===== src/verilog/xod_pkg.sv =====
// Purpose: constants and types for the opcode decode and clock-count lookup
// Assumes: bytes of one instruction arrive together; prefixes already stripped
// Notes:   counts are for register operands or cache hits
//
// Summary of operation
// - 0F 03 with ModR/M is segment limit load, 8 protected clocks, flags modified.
// - 0F B2 with ModR/M is far pointer load to stack segment, 2 real, 4 protected.
// - 0F 00 with reg 011 is task register load, 7 clocks, protected only.
// - register-mode data move 88..8B takes 1 clock in both modes.
// - 8E segment register load takes 1 real clock, 1 or 3 protected.
// - 8C segment register store takes 1 clock in both modes.
// - B0..BF immediate to register move completes in 1 clock.
// - A0..A3 accumulator moves with full displacement complete in 1 clock.
// - 0F 22 writes control register 0, 2, 3 in 20, 5, 5 clocks.
// - 0F 20 reads control register 0, 2, 3 in 6 clocks.
// - debug registers 0..3: writes 16 clocks, reads 14 clocks.
// - test registers 3..5: writes via 0F 26 take 10, reads take 5.
// - test registers 6 and 7: writes take 10, reads take 6.
// - 0F BE/BF sign extending move takes 1 clock.
// - 0F B6/B7 zero extending move takes 1 clock.
// - F6/F7 reg 100 unsigned multiply: 4 clocks byte/word, 10 doubleword.
// - F6/F7 reg 010 boolean complement: 1 clock, flags unchanged.
// - 0F FF reserved invalid opcode: 1 real, 8 to 125 protected, flags modified.
// - immediates are 1, 2, or operand-size 1/2/4 bytes.
// - displacements are 1 signed byte or 2/4 bytes by address size.

package xod_pkg;

  // opcode bytes
  localparam logic [7:0] OP_ESC        = 8'h0f;
  localparam logic [7:0] OP_SEG_LIMIT  = 8'h03;
  localparam logic [7:0] OP_SS_FAR     = 8'hb2;
  localparam logic [7:0] OP_GRP_SYS    = 8'h00;
  localparam logic [7:0] OP_CR_READ    = 8'h20;
  localparam logic [7:0] OP_DR_READ    = 8'h21;
  localparam logic [7:0] OP_CR_WRITE   = 8'h22;
  localparam logic [7:0] OP_DR_WRITE   = 8'h23;
  localparam logic [7:0] OP_TR_READ    = 8'h24;
  localparam logic [7:0] OP_TR_WRITE   = 8'h26;
  localparam logic [7:0] OP_RESV_INV   = 8'hff;
  localparam logic [7:0] OP_SREG_LOAD  = 8'h8e;
  localparam logic [7:0] OP_SREG_STORE = 8'h8c;
  localparam logic [6:0] OP_MOV_IMM_RM = 7'h63; // c6/c7
  localparam logic [6:0] OP_GRP_UNARY  = 7'h7b; // f6/f7
  localparam logic [5:0] OP_MOV_RM     = 6'h22; // 88..8b
  localparam logic [5:0] OP_MOV_ACC    = 6'h28; // a0..a3
  localparam logic [3:0] OP_MOV_IMM_R  = 4'hb;  // b0..bf
  localparam logic [6:0] OP_ZX_MOVE    = 7'h5b; // 0f b6/b7
  localparam logic [6:0] OP_SX_MOVE    = 7'h5f; // 0f be/bf

  // modr/m reg and mod field selectors
  localparam logic [2:0] REG_TASK_LOAD = 3'h3;
  localparam logic [2:0] REG_UMUL      = 3'h4;
  localparam logic [2:0] REG_NOT       = 3'h2;
  localparam logic [2:0] REG_IMM_MOV   = 3'h0;
  localparam logic [2:0] SREG_LAST     = 3'h5;
  localparam logic [1:0] MOD_REG       = 2'h3;

  // clock counts
  localparam logic [6:0] CLK_ONE        = 7'h01;
  localparam logic [6:0] CLK_SEG_LIMIT  = 7'h08;
  localparam logic [6:0] CLK_SS_REAL    = 7'h02;
  localparam logic [6:0] CLK_SS_PROT    = 7'h04;
  localparam logic [6:0] CLK_TASK_LOAD  = 7'h07;
  localparam logic [6:0] CLK_SREG_PMAX  = 7'h03;
  localparam logic [6:0] CLK_CR0_WRITE  = 7'h14;
  localparam logic [6:0] CLK_CR23_WRITE = 7'h05;
  localparam logic [6:0] CLK_CR_READ    = 7'h06;
  localparam logic [6:0] CLK_DR_WRITE   = 7'h10;
  localparam logic [6:0] CLK_DR_READ    = 7'h0e;
  localparam logic [6:0] CLK_TR_WRITE   = 7'h0a;
  localparam logic [6:0] CLK_TRC_READ   = 7'h05;
  localparam logic [6:0] CLK_TRT_READ   = 7'h06;
  localparam logic [6:0] CLK_UMUL_SHORT = 7'h04;
  localparam logic [6:0] CLK_UMUL_DWORD = 7'h0a;
  localparam logic [6:0] CLK_RESV_PMIN  = 7'h08;
  localparam logic [6:0] CLK_RESV_PMAX  = 7'h7d;

  // field sizes in bytes
  localparam logic [2:0] LEN_NONE  = 3'h0;
  localparam logic [2:0] LEN_BYTE  = 3'h1;
  localparam logic [2:0] LEN_WORD  = 3'h2;
  localparam logic [2:0] LEN_DWORD = 3'h4;

  typedef enum logic [4:0] {
    XOD_NONE, XOD_SEG_LIMIT_LOAD, XOD_STACK_POINTER_FAR_LOAD, XOD_TASK_REGISTER_LOAD,
    XOD_DATA_MOVE, XOD_SREG_LOAD, XOD_SREG_STORE, XOD_MOVE_IMM, XOD_MOVE_ACC,
    XOD_CR_WRITE, XOD_CR_READ, XOD_DR_WRITE, XOD_DR_READ, XOD_TR_WRITE, XOD_TR_READ,
    XOD_SIGN_EXTENDING_MOVE, XOD_ZERO_EXTENDING_MOVE, XOD_UNSIGNED_MULTIPLY,
    XOD_COMPLEMENT, XOD_RESERVED_INVALID_OPCODE
  } xod_class_t;

endpackage


===== src/verilog/xod_decoder.sv =====
// Purpose: decode one instruction and look up its execute clock counts
// Assumes: ib0..ib2 hold the first three instruction bytes, prefixes removed
// Notes:   one registered stage; accepts a new instruction every cycle
`timescale 1ns/10ps

module xod_decoder (
  // clock and reset
  input  wire logic             clk,
  input  wire logic             rst,
  // instruction in
  input  wire logic             in_valid,
  output logic                  in_ready,
  input  wire logic [7:0]       ib0,
  input  wire logic [7:0]       ib1,
  input  wire logic [7:0]       ib2,
  input  wire logic             prot_mode,
  input  wire logic             opsize32,
  input  wire logic             addrsize32,
  // decode result
  output logic                  dec_valid,
  output logic                  dec_hit,
  output logic                  dec_invalid,
  output xod_pkg::xod_class_t   dec_class,
  output logic [6:0]            dec_clk_min,
  output logic [6:0]            dec_clk_max,
  output logic                  dec_flags_mod,
  output logic                  dec_has_modrm,
  output logic [2:0]            dec_opnd_len,
  output logic [2:0]            dec_imm_len,
  output logic [2:0]            dec_disp_len,
  output logic [3:0]            dec_insn_len
);
  import xod_pkg::*;

  ////////////////////////////////////////////////////////////////////////////
  // field helpers

  function automatic logic [1:0] f_mod(input logic [7:0] m);
    f_mod = m[7:6];
  endfunction

  function automatic logic [2:0] f_reg(input logic [7:0] m);
    f_reg = m[5:3];
  endfunction

  // w bit: byte when clear, 16 or 32 bits by operand size when set
  function automatic logic [2:0] f_width(input logic w, input logic sz32);
    f_width = !w ? LEN_BYTE : (sz32 ? LEN_DWORD : LEN_WORD);
  endfunction

  // displacement implied by a modr/m byte
  function automatic logic [2:0] f_disp(input logic [7:0] m, input logic a32);
    logic [2:0] r;
    r = LEN_NONE;
    case (m[7:6])
      2'h1: r = LEN_BYTE;
      2'h2: r = a32 ? LEN_DWORD : LEN_WORD;
      2'h0: begin
        if (a32 && m[2:0] == 3'h5) begin
          r = LEN_DWORD;
        end else if (!a32 && m[2:0] == 3'h6) begin
          r = LEN_WORD;
        end
      end
      default: r = LEN_NONE;
    endcase
    f_disp = r;
  endfunction

  // eee values that name no register for a system move
  function automatic logic f_sys_bad(input logic [7:0] op, input logic [2:0] e);
    logic b;
    b = 1'b0;
    case (op)
      OP_CR_WRITE, OP_CR_READ: b = !(e == 3'h0 || e == 3'h2 || e == 3'h3);
      OP_DR_WRITE, OP_DR_READ: b = (e == 3'h4 || e == 3'h5);
      OP_TR_WRITE, OP_TR_READ: b = (e < 3'h3);
      default: b = 1'b1;
    endcase
    f_sys_bad = b;
  endfunction

  // execute count of a system move, same in both modes
  function automatic logic [6:0] f_sys_clk(input logic [7:0] op, input logic [2:0] e);
    logic [6:0] c;
    c = CLK_ONE;
    case (op)
      OP_CR_WRITE: c = (e == 3'h0) ? CLK_CR0_WRITE : CLK_CR23_WRITE;
      OP_CR_READ:  c = CLK_CR_READ;
      OP_DR_WRITE: c = CLK_DR_WRITE;
      OP_DR_READ:  c = CLK_DR_READ;
      OP_TR_WRITE: c = CLK_TR_WRITE;
      OP_TR_READ:  c = (e >= 3'h6) ? CLK_TRT_READ : CLK_TRC_READ;
      default:     c = CLK_ONE;
    endcase
    f_sys_clk = c;
  endfunction

  ////////////////////////////////////////////////////////////////////////////
  // combinational decode

  xod_class_t cls;
  logic       hit;
  logic       bad;
  logic       real_ok;
  logic [6:0] c_real;
  logic [6:0] c_pmin;
  logic [6:0] c_pmax;
  logic       flags_mod;
  logic       modrm;
  logic [7:0] mrm;
  logic [2:0] opnd;
  logic [2:0] imm;
  logic [2:0] disp;
  logic [2:0] eee;
  logic       esc;
  logic [3:0] len_d;

  // no buffer: the result register takes a new word every cycle
  assign in_ready = 1'b1;

  assign esc = (ib0 == OP_ESC);
  assign mrm = esc ? ib2 : ib1;
  assign eee = f_reg(ib2);

  always_comb begin
    cls       = XOD_NONE;
    hit       = 1'b1;
    bad       = 1'b0;
    real_ok   = 1'b1;
    c_real    = CLK_ONE;
    c_pmin    = CLK_ONE;
    c_pmax    = CLK_ONE;
    flags_mod = 1'b0;
    modrm     = 1'b0;
    opnd      = opsize32 ? LEN_DWORD : LEN_WORD;
    imm       = LEN_NONE;
    disp      = LEN_NONE;
    if (esc) begin
      modrm = 1'b1;
      if (ib1 == OP_SEG_LIMIT) begin
        cls       = XOD_SEG_LIMIT_LOAD;
        real_ok   = 1'b0;
        c_pmin    = CLK_SEG_LIMIT;
        c_pmax    = CLK_SEG_LIMIT;
        flags_mod = 1'b1;
      end else if (ib1 == OP_SS_FAR) begin
        cls    = XOD_STACK_POINTER_FAR_LOAD;
        c_real = CLK_SS_REAL;
        c_pmin = CLK_SS_PROT;
        c_pmax = CLK_SS_PROT;
      end else if (ib1 == OP_GRP_SYS && f_reg(ib2) == REG_TASK_LOAD) begin
        cls     = XOD_TASK_REGISTER_LOAD;
        real_ok = 1'b0;
        c_pmin  = CLK_TASK_LOAD;
        c_pmax  = CLK_TASK_LOAD;
        opnd    = LEN_WORD;
      end else if (ib1 == OP_CR_WRITE || ib1 == OP_CR_READ) begin
        cls    = (ib1 == OP_CR_WRITE) ? XOD_CR_WRITE : XOD_CR_READ;
        c_real = f_sys_clk(ib1, eee);
        bad    = f_sys_bad(ib1, eee);
        opnd   = LEN_DWORD;
      end else if (ib1 == OP_DR_WRITE || ib1 == OP_DR_READ) begin
        // status and control pair share counts
        cls    = (ib1 == OP_DR_WRITE) ? XOD_DR_WRITE : XOD_DR_READ;
        c_real = f_sys_clk(ib1, eee);
        bad    = f_sys_bad(ib1, eee);
        opnd   = LEN_DWORD;
      end else if (ib1 == OP_TR_WRITE || ib1 == OP_TR_READ) begin
        cls    = (ib1 == OP_TR_WRITE) ? XOD_TR_WRITE : XOD_TR_READ;
        c_real = f_sys_clk(ib1, eee);
        bad    = f_sys_bad(ib1, eee);
        opnd   = LEN_DWORD;
      end else if (ib1[7:1] == OP_SX_MOVE) begin
        cls = XOD_SIGN_EXTENDING_MOVE;
      end else if (ib1[7:1] == OP_ZX_MOVE) begin
        cls = XOD_ZERO_EXTENDING_MOVE;
      end else if (ib1 == OP_RESV_INV) begin
        // reserved opcode, range in protected mode
        cls       = XOD_RESERVED_INVALID_OPCODE;
        modrm     = 1'b0;
        c_pmin    = CLK_RESV_PMIN;
        c_pmax    = CLK_RESV_PMAX;
        flags_mod = 1'b1;
        bad       = 1'b1;
      end else begin
        hit   = 1'b0;
        modrm = 1'b0;
      end
      // system register moves exist only with a register-mode modr/m
      if (cls inside {XOD_CR_WRITE, XOD_CR_READ, XOD_DR_WRITE, XOD_DR_READ,
                      XOD_TR_WRITE, XOD_TR_READ}) begin
        c_pmin = c_real;
        c_pmax = c_real;
        if (f_mod(ib2) != MOD_REG) begin
          bad = 1'b1;
        end
      end
    end else if (ib0[7:2] == OP_MOV_RM) begin
      cls   = XOD_DATA_MOVE;
      modrm = 1'b1;
      opnd  = f_width(ib0[0], opsize32);
    end else if (ib0 == OP_SREG_LOAD) begin
      // 1 real, 1 or 3 protected
      cls    = XOD_SREG_LOAD;
      modrm  = 1'b1;
      c_pmax = CLK_SREG_PMAX;
      opnd   = LEN_WORD;
      bad    = (f_reg(ib1) > SREG_LAST);
    end else if (ib0 == OP_SREG_STORE) begin
      cls   = XOD_SREG_STORE;
      modrm = 1'b1;
      opnd  = LEN_WORD;
      bad   = (f_reg(ib1) > SREG_LAST);
    end else if (ib0[7:1] == OP_MOV_IMM_RM && f_reg(ib1) == REG_IMM_MOV) begin
      cls   = XOD_MOVE_IMM;
      modrm = 1'b1;
      opnd  = f_width(ib0[0], opsize32);
      imm   = opnd;
    end else if (ib0[7:4] == OP_MOV_IMM_R) begin
      cls  = XOD_MOVE_IMM;
      opnd = f_width(ib0[3], opsize32);
      imm  = opnd;
    end else if (ib0[7:2] == OP_MOV_ACC) begin
      cls  = XOD_MOVE_ACC;
      opnd = f_width(ib0[0], opsize32);
      disp = addrsize32 ? LEN_DWORD : LEN_WORD;
    end else if (ib0[7:1] == OP_GRP_UNARY && f_reg(ib1) == REG_UMUL) begin
      cls       = XOD_UNSIGNED_MULTIPLY;
      modrm     = 1'b1;
      opnd      = f_width(ib0[0], opsize32);
      c_real    = (opnd == LEN_DWORD) ? CLK_UMUL_DWORD : CLK_UMUL_SHORT;
      c_pmin    = c_real;
      c_pmax    = c_real;
      flags_mod = 1'b1;
    end else if (ib0[7:1] == OP_GRP_UNARY && f_reg(ib1) == REG_NOT) begin
      cls   = XOD_COMPLEMENT;
      modrm = 1'b1;
      opnd  = f_width(ib0[0], opsize32);
    end else begin
      hit = 1'b0;
    end
    if (modrm) begin
      disp = f_disp(mrm, addrsize32);
    end
    // no real-mode count means invalid in real mode
    if (!prot_mode && !real_ok) begin
      bad = 1'b1;
    end
    if (!hit) begin
      c_real = CLK_ONE;
      c_pmin = CLK_ONE;
      c_pmax = CLK_ONE;
      opnd   = LEN_NONE;
    end
  end

  // total bytes, sib not counted: a 32-bit sib form is reported short by one
  assign len_d = (esc ? 4'h2 : 4'h1) + {3'h0, modrm} + {1'b0, imm} + {1'b0, disp};

  ////////////////////////////////////////////////////////////////////////////
  // result register

  always_ff @(posedge clk or posedge rst) begin
    if (rst) begin
      dec_valid <= 1'b0;
    end else begin
      dec_valid <= in_valid;
    end
  end

  always_ff @(posedge clk or posedge rst) begin
    if (rst) begin
      dec_hit       <= 1'b0;
      dec_invalid   <= 1'b0;
      dec_flags_mod <= 1'b0;
    end else if (in_valid) begin
      dec_hit       <= hit;
      dec_invalid   <= hit && bad;
      dec_flags_mod <= hit && flags_mod;
    end
  end

  always_ff @(posedge clk or posedge rst) begin
    if (rst) begin
      dec_class <= XOD_NONE;
    end else if (in_valid) begin
      dec_class <= cls;
    end
  end

  always_ff @(posedge clk or posedge rst) begin
    if (rst) begin
      dec_clk_min <= 7'h00;
      dec_clk_max <= 7'h00;
    end else if (in_valid) begin
      dec_clk_min <= prot_mode ? c_pmin : c_real;
      dec_clk_max <= prot_mode ? c_pmax : c_real;
    end
  end

  always_ff @(posedge clk or posedge rst) begin
    if (rst) begin
      dec_has_modrm <= 1'b0;
      dec_opnd_len  <= LEN_NONE;
      dec_imm_len   <= LEN_NONE;
      dec_disp_len  <= LEN_NONE;
    end else if (in_valid) begin
      dec_has_modrm <= modrm;
      dec_opnd_len  <= opnd;
      dec_imm_len   <= imm;
      dec_disp_len  <= disp;
    end
  end

  always_ff @(posedge clk or posedge rst) begin
    if (rst) begin
      dec_insn_len <= 4'h0;
    end else if (in_valid) begin
      dec_insn_len <= hit ? len_d : 4'h0;
    end
  end

endmodule


===== config.mk =====
export PLATFORM = sky130hd
export DESIGN_NAME = xod_decoder
export DESIGN_NICKNAME = d
export VERILOG_FILES = /design/src/verilog/xod_pkg.sv /design/src/verilog/xod_decoder.sv
export SDC_FILE = /design/constraint.sdc
export NUM_CORES = 1
export LEC_CHECK = 0
export CORE_MARGIN = 5
export CORE_UTILIZATION = 35
export DETAILED_ROUTE_END_ITERATION = 8
export DONT_BUFFER_PORTS = 1
export SLEW_MARGIN = 20
export SYNTH_ARGS = -nofsm -noshare
export SYNTH_HDL_FRONTEND = slang
export SYNTH_SLANG_ARGS = --single-unit

===== constraint.sdc =====
create_clock -name clk -period 2.1 [get_ports clk]
set_input_delay 0.21 -clock clk [delete_from_list [all_inputs] [get_ports clk]]
set_output_delay 0.21 -clock clk [all_outputs]
set_load 0.1 [all_outputs]

======== Word level (Yosys, flattened, before mapping) ========
Index checks and enable logic that the tools add are counted.
Widths: inputs -> output; s select.
storage, ports and cells
  bits of input ports ..................... 30
  register bits ........................... 37
  word-level logic and storage cells ...... 258
cells by class
  order comparisons ....................... 3
  reductions and logical operators ........ 27
  add/sub/neg operators ................... 3
  muxes and demuxes ....................... 176
  eq/ne operators ......................... 37
operators with widths
  cell                count
  $mux 7              19
  $mux 5              26
  $mux 3              36
  $mux 4              20
  $mux 1              66
  $eq 8x6->1 const B  6
  $eq 8x8->1 const B  4
  $eq 5x4->1 const B  6
  $pmux 5 s6          1
  $eq 7x7->1 const B  4
  $eq 3x3->1 const B  6
  $eq 6x6->1 const B  2
  $mux 2              5
  $eq 3x2->1 const B  3
  $logic_and 1x1->1   9
  $pmux 3 s3          1
  $eq 8x2->1 const B  1
  $eq 8x4->1 const B  1
  $logic_not 8->1     1
  $mux 8              1
  $logic_not 3->1     2
  $logic_or 1x1->1    6
  $reduce_bool 6->1   1
  $reduce_or 2->1     3
  13 further kinds    16

======== Depth between registers and ports, before layout ========
  depth after elaboration ................. 17
  gate-level depth with buffers ........... 15

======== Worst setup path before layout ========
OpenSTA, ideal clock, no wires.
  kind .................................... in2reg
  start ................................... input port ib1[2]
  end ..................................... register dec_insn_len[3]
  setup slack ............................. -0.867 ns
  setup time .............................. 0.078 ns
  required time ........................... 2.022 ns
  stages on the path ...................... 14
  arrival time ............................ 2.889 ns
  path through ............................ clkbuf_1 > or2_2 > or3_1 > nand4_2 > o221ai_2 > a21oi_1 > ha_1 > xnor2_1 > ha_1 > a21o_1 > a21oi_1 > xnor2_1 > nand2_1 > o2bb2ai_1
RTL lines
  element               line                source
  start, declared       xod_decoder.sv:14   input wire logic [7:0] ib1,
  $eq 7x7->1            xod_decoder.sv:176  end else if (ib1[7:1] == OP_ZX_MOVE) begin
  $mux 1                xod_decoder.sv:176
  $mux 1                xod_decoder.sv:174  end else if (ib1[7:1] == OP_SX_MOVE) begin
  $mux 1                xod_decoder.sv:169  end else if (ib1 == OP_TR_WRITE || ib1 == OP_TR_READ) begin
  $mux 1                xod_decoder.sv:163  end else if (ib1 == OP_DR_WRITE || ib1 == OP_DR_READ) begin
  $mux 1                xod_decoder.sv:158  end else if (ib1 == OP_CR_WRITE || ib1 == OP_CR_READ) begin
  $mux 1                xod_decoder.sv:152  end else if (ib1 == OP_GRP_SYS && f_reg(ib2) == REG_TASK_LOAD) begin
  $mux 1                xod_decoder.sv:147  end else if (ib1 == OP_SS_FAR) begin
  $mux 1                xod_decoder.sv:141  if (ib1 == OP_SEG_LIMIT) begin
  $mux 1                xod_decoder.sv:139  if (esc) begin
  $mux 3 *              xod_decoder.sv:243  if (modrm) begin
  net disp[1]           xod_decoder.sv:114  logic [2:0] disp;
  $add 4x3->4 *         xod_decoder.sv:259  assign len_d = (esc ? 4'h2 : 4'h1) + {3'h0, modrm} + {1'b0, imm} + {1'b0, disp};
  $mux 4 *              xod_decoder.sv:320  dec_insn_len <= hit ? len_d : 4'h0;
  end signal, assigned  xod_decoder.sv:320
  end, declared         xod_decoder.sv:31   output logic [3:0] dec_insn_len
The timed path passes the listed nets; every way through them passes the cells marked *.
A chain may end at the register's enable or synchronous reset.

======== Worst setup path in the final report ========
  start ................................... input port ib1[4]
  end ..................................... register dec_insn_len[3]
RTL lines
  element            line                source
  $eq 3x2->1         xod_decoder.sv:236  end else if (ib0[7:1] == OP_GRP_UNARY && f_reg(ib1) == REG_NOT) begin
  $logic_and 1x1->1  xod_decoder.sv:236
  $mux 1             xod_decoder.sv:236
  $mux 1             xod_decoder.sv:228  end else if (ib0[7:1] == OP_GRP_UNARY && f_reg(ib1) == REG_UMUL) begin
  $mux 1             xod_decoder.sv:224  end else if (ib0[7:2] == OP_MOV_ACC) begin
  $mux 1             xod_decoder.sv:220  end else if (ib0[7:4] == OP_MOV_IMM_R) begin
  $mux 1             xod_decoder.sv:215  end else if (ib0[7:1] == OP_MOV_IMM_RM && f_reg(ib1) == REG_IMM_MOV) begin
  $mux 1             xod_decoder.sv:210  end else if (ib0 == OP_SREG_STORE) begin
  $mux 1             xod_decoder.sv:203  end else if (ib0 == OP_SREG_LOAD) begin
  $mux 1             xod_decoder.sv:199  end else if (ib0[7:2] == OP_MOV_RM) begin
  $mux 1             xod_decoder.sv:139
  $mux 3 *           xod_decoder.sv:243
  net disp[1]        xod_decoder.sv:114
  $add 4x3->4 *      xod_decoder.sv:259
  $mux 4 *           xod_decoder.sv:320
Marked as above.

==> summary.md <==
| Metric | Value |
|---|---|
| Outcome | complete, but fails checks |
| Violated checks | negative setup slack |
| Final wirelength | 8.52 mm |
| DP Wirelength | 6.66 mm |
| Die Wd | 97.6 um |
| Routability cong. | 0.922 |
| Final Max Tran Viols | 0 |
| Max-cap violation count | 0 |
| DR vias | 2720 |
| 1st-pass router iterations | 4 |
| Tmin final | 2.44 ns |
| Slowest stage cell on the critical path | or4_4 |
| Seq/Total Area, Yosys | 30.7% |
| Synth area leaders | dfrtp_1, nor2_1, a21oi_1, nand2_1, o21ai_0 |
| Initial antenna violation count | 0 |
| Post-synthesis instance area | 2690 sq um |
| WHS Path Cells | 1 |
| Commonest non-fill, non-tap cell in the layout | buf_4 |
| Syn Inst Count | 321 |
| P&R area growth vs syn | 31.5% |
| Endpoints failing hold | 0 |
| Root Buffer | clkbuf_8 |
| Worst Skew | 0 ns |
| Mean Syn Cell Area | 8.37 sq um |
| Worst slew pin tran | 0.899 ns |
| Hold WC Path Type | primary input to register |
| EDFF count, synth | 0 |
| VDD IR max | 0.270 mV |
| H-tree Lvls | 2 |
| Lkg Pwr | 1.55 nW |
| Pwr Total | 1.57 mW |
| Clk Latency, worst-skew pair | 0.27 ns |
| Endpoints failing setup | 3 |
| Fin cells | 492 |
| Cell Rows | 32 |
| Via density | 5.53 |
| Largest net degree at the start of global routing | 46 |
| Crit path DAT | 2.65 ns |
| Core Box Area | 7610 sq um |
| Max Clk Rate | 409 MHz |
| Synth Flop Type | dfrtp_1 |
| Critical Path, Cell by Cell | or4_4 -> nand3_2 -> a21o_1 -> o221ai_2 -> a21oi_2 -> ha_4 -> xnor2_4 -> ha_1 -> a21o_1 -> a21oi_2 -> xnor2_1 -> nand2_1 -> o2bb2ai_1 |
| Die Area | 9530 sq um |
| Io pins | 68 |
| Critical Path RT | 2.30 ns |
| Post-route setup TNS | -0.996 ns |
| Initial Util | 35.3% |
| CP peak stage delay | 0.57 ns |
| Slew headroom | 40.1% |
| Maximum root-to-sink buffer count | 2 |
| Port Buffers | 0 |
| CTS tree | built |
| Yosys warns | 0 |
| ANT cells | 0 |
| Core Util, Final | 46.4% |
| Dpl cells | 477 |
| WL/cell | 17.3 um |
| CP Launch Type | primary input |
| Area share of the largest cell type after synthesis | 30.7% |
| Crit end category | register |
| FF+latch count, synth | 33 |
| Power Density | 444 nW/um^2 |
| Routed Antenna Nets | 0 |
| Clk pin slew, worst setup/hold paths | 0.06 ns |
| Vias in the first global route | 2816 |
| Final worst slack | -0.344 ns |
| DRC | 0 |
| Unrepaired setup endpoints after global routing | true |
| Sink Count | 33 |
| DP Area | 3310 sq um |
| Layout cell share with drive strength beyond 1 | 35.4% |
| Crit Path Max Fanout | 11 |
| Cell taking the most area after synthesis | dfrtp_1 |
| GRT Resource Usage Total | 17.9% |
| Setup CP Type | primary input to register |
| Cell variety after synth | 73 |
| Final nets | 427 |
| Num CTS Buffers | 5 |
| Global route total overflow | 0 |
| Iter 0 DRT Violations | 152 |
| R2R depth | 1 |
| Die H | 97.6 um |
| Commonest cells after routing, fill and taps aside | buf_4, dfrtp_1, nor2_1, nand2_1, a21oi_1 |
| Final Cell Area | 3530 sq um |
| Period utilization | 116% |
| Async SR Flop Fraction | 100% |
| Number of fillers in the final layout | 752 |
| First-pass GRT wire length | 14.2 mm |
-- layout make-up --
type / instances / area [sq um] / share of cell area (%)
Multi-Input combinational cell: 247 / 1770 / 50.1
Sequential cell: 33 / 828 / 23.4
Clock buffer: 7 / 86.3 / 2.44
Timing Repair Buffer: 86 / 657 / 18.6
Inverter: 17 / 65.1 / 1.84
Tap cell: 102 / 128 / 3.61
-- worst max-delay path, delay by kind of cell --
kind                     cells  cell delay [ns]
XOR/XNOR                     2             0.24
AO/OA/AOI/OAI                6             0.94
adder cells (fa/ha/maj)      2             0.53
AND/OR/NAND/NOR              3             0.73
-- layer usage --
metal | routed length, um | GRT usage [%]
met2 | 4330 | 31.9
met5 | 0 | 0
met3 | 583 | 4.95
met4 | 102 | 3.62
met1 | 3510 | 21.6
-- path summary, 6_finish.rpt --
kind                                                to  slack, ns                        start
hold / removal             dec_opnd_len[0]$_DFFE_PP0P_       0.02                     in_valid
max in group asynchronous   dec_clk_max[5]$_DFFE_PP0P_       1.31                          rst
setup / recovery           dec_insn_len[3]$_DFFE_PP0P_      -0.34                       ib1[4]
hold reg to reg            dec_insn_len[3]$_DFFE_PP0P_       0.50  dec_insn_len[3]$_DFFE_PP0P_
min in group asynchronous  dec_disp_len[2]$_DFFE_PP0P_       0.47                          rst
setup reg to reg                   dec_hit$_DFFE_PP0P_       0.92          dec_hit$_DFFE_PP0P_
-- through the flow --
stage               hold WS, ns  worst slack (ns)
floorplan                 0.241            -0.708
global placement          0.217            -0.670
detailed placement        0.213            -0.721
CTS                      0.0105            -0.372
global route             0.0126            -0.462
finish                   0.0164            -0.344
-- synth_stat cells (all sizes together), types with 3 or more instances --
| library cell | number |
|---|---|
| a31oi | 8 |
| ha | 5 |
| buf | 13 |
| a221oi | 3 |
| nand2 | 25 |
| and2 | 3 |
| mux2 | 5 |
| nand3b | 5 |
| a31o | 4 |
| dfrtp | 33 |
| or2 | 4 |
| a21oi | 21 |
| nand4 | 4 |
| inv | 16 |
| o21bai | 5 |
| o31ai | 4 |
| nor2b | 8 |
| o21ai | 17 |
| nand4b | 3 |
| nand2b | 6 |
| o2bb2ai | 6 |
| nor4 | 3 |
| nor2 | 30 |
| or3 | 5 |
| a21o | 3 |
| nor3b | 5 |
| nand3 | 12 |
| nor3 | 8 |
| clkbuf | 12 |
| a211oi | 3 |
-- cell families (layout without fill, tap and decap cells) --
logic type               Yosys count  in the layout  share of synthesized area [%]
AND/OR/NAND/NOR                  131            131                           28.7
AO/OA/AOI/OAI                     96             96                           25.2
buffers and inverters             42            110                           7.36
flip-flops                        33             33                           30.7
adder cells (fa/ha/maj)            7              7                           3.82
multiplexers                       6              6                           2.61
XOR/XNOR                           4              4                           1.30
other                              2              3                          0.280
-- state kept, by name, summed over array words and instances, names as in the netlist --
name	cells
dec_clk_max	6
dec_class	5
dec_clk_min	4
dec_insn_len	4
dec_disp_len	3
dec_imm_len	3
dec_opnd_len	3
dec_flags_mod	1
dec_has_modrm	1
dec_hit	1
dec_invalid	1
dec_valid	1
-- repair_timing --
action	4_1_cts	5_1_grt
setup buffers	3	2
gates resized for setup	3	8
hold buffers	2	1
endpoints found under the setup margin	3	4
hold endpoints to repair	34	1
pin swaps	11	10
-- power by group --
group	leakage [nW]	switching [mW]	internal [mW]
logic	1.08	0.288	0.125
clock network	0.0443	0.211	0.260
registers	0.426	0.0246	0.658
total	1.55	0.524	1.04
(Power assumes the default switching activity.)
